`config.mk`:
```
export PLATFORM = sky130hd
export DESIGN_NAME = clf_config_port
export DESIGN_NICKNAME = d
export VERILOG_FILES = /design/src/clf_pkg.sv /design/src/clf_config_port.sv /design/src/clf_tri_level.sv
export VERILOG_INCLUDE_DIRS = /design/src /design/src/src
export SDC_FILE = /design/constraint.sdc
export NUM_CORES = 1
export LEC_CHECK = 0
export BUFFER_PORTS_ARGS = -buffer_cell sky130_fd_sc_hd__clkbuf_2
export CAP_MARGIN = 20
export CORE_MARGIN = 4
export CORE_UTILIZATION = 44
export DETAILED_ROUTE_END_ITERATION = 16
export PLACE_DENSITY = 0.66
export SYNTH_ARGS = -nofsm -noshare
export SYNTH_HDL_FRONTEND = slang
export SYNTH_SLANG_ARGS = --single-unit
export TNS_END_PERCENT = 30
```
`constraint.sdc`:
```
create_clock -name clk_in -period 2.4 [get_ports clk_in]
set_clock_uncertainty 0.05 [all_clocks]
set_input_delay 0.12 -clock clk_in [delete_from_list [all_inputs] [get_ports clk_in]]
set_output_delay 0.12 -clock clk_in [all_outputs]
set_load 0.03 [all_outputs]
```
`src/clf_defs.svh`:
```
/*
  Constants of the configuration latch port and link fault logic: latch
  addresses, field positions, initial values and watchdog timing.
  Assumes inclusion by bare name from the design files.
*/
`ifndef CLF_DEFS_SVH
`define CLF_DEFS_SVH

////////////////////////////////////////////////////////////////////////////////
// Latch addresses on the configuration address bus
`define CLF_ADDR_W          3
`define CLF_DATA_W          7
`define CLF_ADDR_RX_CTRL    3'h0
`define CLF_ADDR_RX_SIGDET  3'h1
`define CLF_ADDR_RX_POWER   3'h2
`define CLF_ADDR_IRQ_STAT   3'h3
`define CLF_ADDR_IRQ_MASK   3'h4

////////////////////////////////////////////////////////////////////////////////
// Field positions
`define CLF_RX_CTRL_RATE_BIT    0
`define CLF_SIGDET_AMP_LSB      0
`define CLF_RX_POWER_EN_BIT     0

////////////////////////////////////////////////////////////////////////////////
// Initial values after reset
`define CLF_RX_RATE_INIT    1'h0
`define CLF_SIGDET_INIT     2'h0
`define CLF_RX_EN_INIT      1'h1
`define CLF_IRQ_MASK_INIT   7'h00

////////////////////////////////////////////////////////////////////////////////
// Training clock watchdog: absent when no edge within this time
`define CLF_TRG_TIMEOUT_NS  400
`define CLF_CLK_PERIOD_NS   40
`define CLF_TRG_TIMEOUT_CYC (`CLF_TRG_TIMEOUT_NS / `CLF_CLK_PERIOD_NS)

`endif

```
`src/clf_pkg.sv`:
```
/*
  Types of the configuration latch port and link fault logic.
  Assumes the constants header is compiled alongside.
*/
package clf_pkg;

  // Three-level static select decoded value
  typedef enum logic [2:0] {
    CLF_LVL_LOW  = 3'h1,
    CLF_LVL_MID  = 3'h2,
    CLF_LVL_HIGH = 3'h4
  } clf_level_t;

  // Write port states
  typedef enum logic [1:0] {
    CLF_WR_IDLE  = 2'h1,
    CLF_WR_PULSE = 2'h2
  } clf_wr_state_t;

  // Receive-side fault conditions
  typedef struct packed {
    logic rate_out_of_range;
    logic amp_low;
    logic density_low;
    logic rx_disabled;
    logic local_clk;
    logic trg_clk_absent;
  } clf_fault_t;

  // Configuration bus write request
  typedef struct packed {
    logic [2:0] addr;
    logic [6:0] data;
  } clf_cfg_req_t;

endpackage : clf_pkg

```
`src/clf_config_port.sv`:
```
/*
  Configuration latch write port with link fault summary.
  Holds the receive rate select, signal detect amplitude select and receive
  enable latches; drives the active-low link fault output from the analog,
  range and density detectors, the local clock pin and a training clock
  watchdog. Assumes all inputs are synchronous to clk_in.
*/
// Overview of operation
// - Link fault on rate out of range, rx off, forced local clock or missing training clock.
// - Link fault also asserts when amplitude is below the level set by the amplitude select.
// - Link fault also asserts when transition density drops below the minimum.
// - A write strobe stores data bit 0, bits 1:0 or all 7 bits into the latch picked by the address.
// - Reset forces every latch to its initial value regardless of earlier writes.
// - A 2-bit amplitude select latch sets the trip level of the amplitude detector.
// - A receive rate select latch sets the clock rate of the receive channel.
// - Each static select input decodes to low, mid or high.
// - Link fault is active low: low while any fault holds, high only when none does.
// - While local clock is forced low, the recovery PLL locks to the training clock.
`timescale 1ns/1ns
`include "clf_defs.svh"
module clf_config_port
#(
  parameter int TRG_TIMEOUT_CYC = `CLF_TRG_TIMEOUT_CYC
)
(
  input  wire logic        clk_in,
  input  wire logic        sys_rst_in,
  input  wire logic        cfg_write_strobe_in,
  input  wire logic [2:0]  cfg_addr_in,
  input  wire logic [6:0]  cfg_data_in,
  input  wire logic        cfg_rd_in,
  output logic      [6:0]  cfg_rdata_out,
  input  wire logic        use_local_clk_n_in,
  input  wire logic        training_clock_in,
  input  wire logic        rate_out_of_range_in,
  input  wire logic [1:0]  amp_level_in,
  input  wire logic        density_low_in,
  input  wire logic        rate_sel_above_low_in,
  input  wire logic        rate_sel_above_high_in,
  output logic             link_fault_n_out,
  output logic             rx_clock_rate_sel_out,
  output logic      [1:0]  sig_detect_amp_sel_out,
  output logic             rx_enable_out,
  output logic             pll_use_training_out,
  output logic      [2:0]  rx_rate_range_out,
  output logic             irq_out
);

  //////////////////////////////////////////////////////////////////////////////
  // Write port: strobe pulse tracked, latch written on its falling edge
  clf_pkg::clf_wr_state_t wr_state_r;
  clf_pkg::clf_wr_state_t wr_state_nxt;
  clf_pkg::clf_cfg_req_t  req_r;
  clf_pkg::clf_cfg_req_t  req_nxt;
  wire logic              wr_commit;

  always_comb
  begin
    wr_state_nxt = wr_state_r;
    req_nxt      = req_r;
    case (wr_state_r)
      clf_pkg::CLF_WR_IDLE:
        if (cfg_write_strobe_in)
        begin
          wr_state_nxt = clf_pkg::CLF_WR_PULSE;
          req_nxt      = '{addr: cfg_addr_in, data: cfg_data_in};
        end
      clf_pkg::CLF_WR_PULSE:
        if (cfg_write_strobe_in)
          req_nxt = '{addr: cfg_addr_in, data: cfg_data_in};
        else
          wr_state_nxt = clf_pkg::CLF_WR_IDLE;
      default:
        wr_state_nxt = clf_pkg::CLF_WR_IDLE;
    endcase
  end

  // Commit uses the value sampled in the last strobe-high cycle
  assign wr_commit = (wr_state_r == clf_pkg::CLF_WR_PULSE) && !cfg_write_strobe_in;

  always_ff @(posedge clk_in)
  begin
    if (sys_rst_in)
    begin
      wr_state_r <= clf_pkg::CLF_WR_IDLE;
      req_r      <= '0;
    end
    else
    begin
      wr_state_r <= wr_state_nxt;
      req_r      <= req_nxt;
    end
  end

  //////////////////////////////////////////////////////////////////////////////
  // Address decode
  wire logic wr_rx_ctrl;
  wire logic wr_sigdet;
  wire logic wr_power;
  wire logic wr_mask;

  assign wr_rx_ctrl = wr_commit && (req_r.addr == `CLF_ADDR_RX_CTRL);
  assign wr_sigdet  = wr_commit && (req_r.addr == `CLF_ADDR_RX_SIGDET);
  assign wr_power   = wr_commit && (req_r.addr == `CLF_ADDR_RX_POWER);
  assign wr_mask    = wr_commit && (req_r.addr == `CLF_ADDR_IRQ_MASK);

  //////////////////////////////////////////////////////////////////////////////
  // Configuration latches
  logic       rx_rate_r;
  logic [1:0] sigdet_r;
  logic       rx_en_r;
  logic [6:0] mask_r;

  always_ff @(posedge clk_in)
  begin
    if (sys_rst_in)
    begin
      rx_rate_r <= `CLF_RX_RATE_INIT;
      sigdet_r  <= `CLF_SIGDET_INIT;
      rx_en_r   <= `CLF_RX_EN_INIT;
      mask_r    <= `CLF_IRQ_MASK_INIT;
    end
    else
    begin
      if (wr_rx_ctrl)
        rx_rate_r <= req_r.data[`CLF_RX_CTRL_RATE_BIT];
      if (wr_sigdet)
        sigdet_r <= req_r.data[`CLF_SIGDET_AMP_LSB +: 2];
      if (wr_power)
        rx_en_r <= req_r.data[`CLF_RX_POWER_EN_BIT];
      if (wr_mask)
        mask_r <= req_r.data;
    end
  end

  //////////////////////////////////////////////////////////////////////////////
  // Training clock watchdog: edge seen within the timeout window
  localparam int CW = $clog2(TRG_TIMEOUT_CYC + 1);
  logic          trg_d_r;
  logic [CW-1:0] trg_cnt_r;
  wire logic     trg_edge;
  wire logic     trg_absent;

  assign trg_edge   = training_clock_in ^ trg_d_r;
  assign trg_absent = (trg_cnt_r == CW'(TRG_TIMEOUT_CYC));

  always_ff @(posedge clk_in)
  begin
    if (sys_rst_in)
    begin
      trg_d_r   <= 1'h0;
      trg_cnt_r <= '0;
    end
    else
    begin
      trg_d_r <= training_clock_in;
      if (trg_edge)
        trg_cnt_r <= '0;
      else if (!trg_absent)
        trg_cnt_r <= trg_cnt_r + CW'(1);
    end
  end

  //////////////////////////////////////////////////////////////////////////////
  // Static rate range select
  clf_pkg::clf_level_t rate_level;

  clf_tri_level u_rate_sel
  (
    .clk_in        (clk_in),
    .sys_rst_in    (sys_rst_in),
    .above_low_in  (rate_sel_above_low_in),
    .above_high_in (rate_sel_above_high_in),
    .level_out     (rate_level)
  );

  //////////////////////////////////////////////////////////////////////////////
  // Fault summary
  clf_pkg::clf_fault_t fault;
  wire logic           any_fault;

  // Amplitude detector reports a level 0..3; below selected trip is a fault
  assign fault.amp_low           = (amp_level_in < sigdet_r);
  assign fault.rate_out_of_range = rate_out_of_range_in;
  assign fault.density_low       = density_low_in;
  assign fault.rx_disabled       = !rx_en_r;
  assign fault.local_clk         = !use_local_clk_n_in;
  assign fault.trg_clk_absent    = trg_absent;
  assign any_fault               = |fault;

  //////////////////////////////////////////////////////////////////////////////
  // Interrupts: sticky per fault cause, cleared by reading
  logic [6:0] stat_r;
  wire  [6:0] stat_set;
  wire  logic rd_stat;

  assign stat_set = {1'h0, fault};
  assign rd_stat  = cfg_rd_in && (cfg_addr_in == `CLF_ADDR_IRQ_STAT);

  // Set wins over a clear in the same cycle
  always_ff @(posedge clk_in)
  begin
    if (sys_rst_in)
      stat_r <= 7'h00;
    else
      stat_r <= (rd_stat ? 7'h00 : stat_r) | stat_set;
  end

  //////////////////////////////////////////////////////////////////////////////
  // Read back
  logic [6:0] rdata_nxt;

  always_comb
  begin
    case (cfg_addr_in)
      `CLF_ADDR_RX_CTRL:   rdata_nxt = {6'h00, rx_rate_r};
      `CLF_ADDR_RX_SIGDET: rdata_nxt = {5'h00, sigdet_r};
      `CLF_ADDR_RX_POWER:  rdata_nxt = {6'h00, rx_en_r};
      `CLF_ADDR_IRQ_STAT:  rdata_nxt = stat_r;
      `CLF_ADDR_IRQ_MASK:  rdata_nxt = mask_r;
      default:             rdata_nxt = 7'h00;
    endcase
  end

  //////////////////////////////////////////////////////////////////////////////
  // Registered outputs
  always_ff @(posedge clk_in)
  begin
    if (sys_rst_in)
    begin
      cfg_rdata_out          <= 7'h00;
      link_fault_n_out       <= 1'h0;
      rx_clock_rate_sel_out  <= `CLF_RX_RATE_INIT;
      sig_detect_amp_sel_out <= `CLF_SIGDET_INIT;
      rx_enable_out          <= `CLF_RX_EN_INIT;
      pll_use_training_out   <= 1'h1;
      rx_rate_range_out      <= 3'h1;
      irq_out                <= 1'h0;
    end
    else
    begin
      cfg_rdata_out          <= cfg_rd_in ? rdata_nxt : 7'h00;
      link_fault_n_out       <= !any_fault;
      rx_clock_rate_sel_out  <= rx_rate_r;
      sig_detect_amp_sel_out <= sigdet_r;
      rx_enable_out          <= rx_en_r;
      // Any fault, including forced local clock, steers PLL to training clock
      pll_use_training_out   <= any_fault;
      rx_rate_range_out      <= rate_level;
      irq_out                <= |(stat_r & mask_r);
    end
  end

endmodule : clf_config_port

```
`src/clf_tri_level.sv`:
```
/*
  Decoder of one three-level static select input.
  Assumes the pad gives two comparator bits: above the low threshold and
  above the high threshold, synchronous to the clock.
*/
`timescale 1ns/1ns
module clf_tri_level
(
  input  wire logic              clk_in,
  input  wire logic              sys_rst_in,
  input  wire logic              above_low_in,
  input  wire logic              above_high_in,
  output clf_pkg::clf_level_t    level_out
);

  wire clf_pkg::clf_level_t level_nxt;

  // Floating pin self-biases between thresholds and reads as mid
  assign level_nxt = above_high_in ? clf_pkg::CLF_LVL_HIGH :
                     above_low_in  ? clf_pkg::CLF_LVL_MID  :
                                     clf_pkg::CLF_LVL_LOW;

  always_ff @(posedge clk_in)
  begin
    if (sys_rst_in)
      level_out <= clf_pkg::CLF_LVL_LOW;
    else
      level_out <= level_nxt;
  end

endmodule : clf_tri_level

```
==> flow_summary.json <==
{
  "cts_root_buffer": "clkbuf_8",
  "clk_pin_slew_ps": 90,
  "synthCells": 224,
  "layout_common_cells": "dfxtp_1, clkbuf_2, nand2_1",
  "place.gp.congestion": 0.7735,
  "path_cells": "inv_1, ha_1, or3b_4, or4_1, a21oi_1",
  "crit_fanout": 6,
  "vdd_drop_max_mv": 0.3925,
  "die_area_sq_um": 5801,
  "final_common_cell": "dfxtp_1",
  "cp.required_ps": 2590,
  "fin_tns_setup_ps": 0,
  "fp-row-count": 24,
  "cts.sinks": 54,
  "diodes": 0,
  "ant_nets": 0,
  "synth_seq_cells": 54,
  "cellPowerDensity_nw_per_um2": 649.9,
  "routedWlPerCell_um": 12.34,
  "vias": 1655,
  "drt_wl_total_um": 4023,
  "cts_buffers": 5,
  "grt_pass1_wl_um": 7251,
  "synthDistinctLibCells": 37,
  "start_util_pct": 46.32,
  "cts_setup_buffers": 0,
  "synth-edff-count": 0,
  "report.final.slew_viol_count": 0,
  "cp_slowest_cell": "or3b_4",
  "max-cap-violations": 0,
  "cts_tree": "done",
  "critPathTopFamily": "simple AND/OR/NAND/NOR gates",
  "core_sq_um": 4414,
  "via_per_inst": 5.077,
  "yosysWarnings": 0,
  "pre_cts_ws_ps": 743.8,
  "drt_iter0_drc": 54,
  "grt_use_total_pct": 14.94,
  "pin_count": 39,
  "final-setup-viol-count": 0,
  "path_class": "reg2reg",
  "p_leak_nw": 0.9893,
  "synth_flop_cell": "dfxtp_1",
  "dp_cells": 306,
  "syn_nets": 251,
  "met1_usage_pct": 19.63,
  "hold_path_class": "in2reg",
  "use_met3_pct": 4.137,
  "cts_max_path_buffers": 2,
  "grt_max_degree": 28,
  "io_buffers": 38,
  "die_x_um": 76.17,
  "worst-path-buf-inv": 1,
  "slowest_delay_ps": 420,
  "status": "finished, final reports clean",
  "grt_util_met2_pct": 23.20,
  "setup_slack_ps": 734.0,
  "dp.final_hpwl_um": 2846,
  "fill_cells": 417,
  "fmax_mhz": 600.2,
  "syn_to_final_growth_pct": 21.24,
  "cp_data_arrival_time_ps": 1860,
  "final_net_count": 300,
  "critical_path.startpoint_type": "flip-flop",
  "slew_headroom_pct": 57.71,
  "ys_async_sr_fraction_pct": 0,
  "syn-cell-area_sq_um": 2044,
  "antenna_found_initial": 0,
  "avgSynthCellArea_sq_um": 9.127,
  "fin_cells": 326,
  "clock_latency_ps": 300,
  "layout-drive-gt1-share_pct": 18.61,
  "htree_levels": 2,
  "drc": 0,
  "cp-end-kind": "flip-flop",
  "finalCritPeriodShare_pct": 69.42,
  "ys_seq_area_share_pct": 52.88,
  "grt_pass1_vias": 1550,
  "grt_overflow_total": 0,
  "rsz0062_at_grt": "false",
  "grt-busiest-layer": "met2",
  "power_mw": 1.611,
  "tightest_slew_ps": 633.0,
  "drtPass1Iterations": 4,
  "hold_violations": 0,
  "period_needed_ps": 1666,
  "die_h_um": 76.17
}
metrics by stage:
step / hold WS, ps / util [%] / area, sq um
CTS: 11.67 / 56.15 / 2479
floorplan: 146.1 / - / 2044
global placement: 267.3 / 51.47 / 2272
detailed placement: 270.0 / 51.47 / 2272
finish: 15.27 / 56.15 / 2479
global route: 27.94 / 56.15 / 2479
synthesized netlist by cell type (2+ instances only):
cell      count  area (sq um)
xor2_1        2         17.52
nand2_1      29         108.9
a21oi_1      27         135.1
a22oi_1       7         52.55
nand3b_1      4         30.03
xnor2_1       2         17.52
ha_1          5         62.56
nor2b_1      10         62.56
nor3b_1       3         22.52
dfxtp_1      54          1081
a21o_1        4         30.03
nand3_1      11         55.05
nor2_1       12         45.04
nand2b_1      5         31.28
clkbuf_1      7         26.28
inv_1         8         30.03
or2_2         2         12.51
a31oi_1       2         12.51
o21ai_0      12         60.06
registers in the layout (all words and copies together), names as in the netlist:
register and cells:
u_rate_sel.level_out 3, req_r 10, cfg_rdata_out 7, sig_detect_amp_sel_out 2
rx_enable_out 1, trg_cnt_r 4, rx_en_r 1, sigdet_r 2
pll_use_training_out 1, trg_d_r 1, rx_clock_rate_sel_out 1, wr_state_r 2
rx_rate_r 1, irq_out 1, rx_rate_range_out 3, stat_r 6
mask_r 7, link_fault_n_out 1
layout make-up:
type                            instances  area, sq um  area share, %
Multi-Input combinational cell        153        898.4          36.24
Sequential cell                        54         1081          43.61
Timing Repair Buffer                   51        317.8          12.82
Clock buffer                            6        72.57          2.928
Tap cell                               52        65.06          2.625
Clock inverter                          2        13.76         0.5553
Inverter                                8        30.03          1.212
routing by layer:
metal	part of all wire (%)	vias to the layer above
li1	-	871
met1	49	742
met2	44	35
met3	4.8	7
met4	1.8	0
met5	0	-
path summary, 6_finish.rpt:
path                                              to  slack, ps                     from  cells after the start
worst max-delay path                       rx_rate_r        730            wr_state_r[0]                      5
worst min-delay path                       stat_r[5]         20     rate_out_of_range_in                      3
worst max register to register             rx_rate_r        730            wr_state_r[0]                      5
worst min register to register  rx_rate_range_out[0]        370  u_rate_sel.level_out[0]                      1
cell families (layout without fill, tap and decap cells):
| family | Yosys count | count (layout) | share of synthesized area [%] |
|---|---|---|---|
| compound gates | 56 | 56 | 15.79 |
| mux | 2 | 2 | 1.040 |
| fa+ha+maj | 5 | 5 | 3.060 |
| flops | 54 | 54 | 52.88 |
| buf+inv | 17 | 67 | 3.182 |
| xor+xnor | 4 | 4 | 1.714 |
| simple gates | 86 | 86 | 22.34 |
report_power, final:
group	switching [mW]	leakage, nW	total [mW]	internal, mW
registers	0.0285	0.440	0.958	0.930
logic	0.0917	0.504	0.165	0.0730
clock network	0.282	0.0452	0.488	0.206
total	0.402	0.989	1.61	1.21
worst reg2reg max path, stage by stage (launching register included):
cell,delay [ps]
dfxtp_1,320
inv_1,70
ha_1,210
or3b_4,420
or4_1,410
a21oi_1,130
repair_timing:
item                                   CTS  global route
hold buffers                            12             0
endpoints found under the hold margin   12             0
gates resized for setup                  0             0
Power figures use the tool's default switching activity.
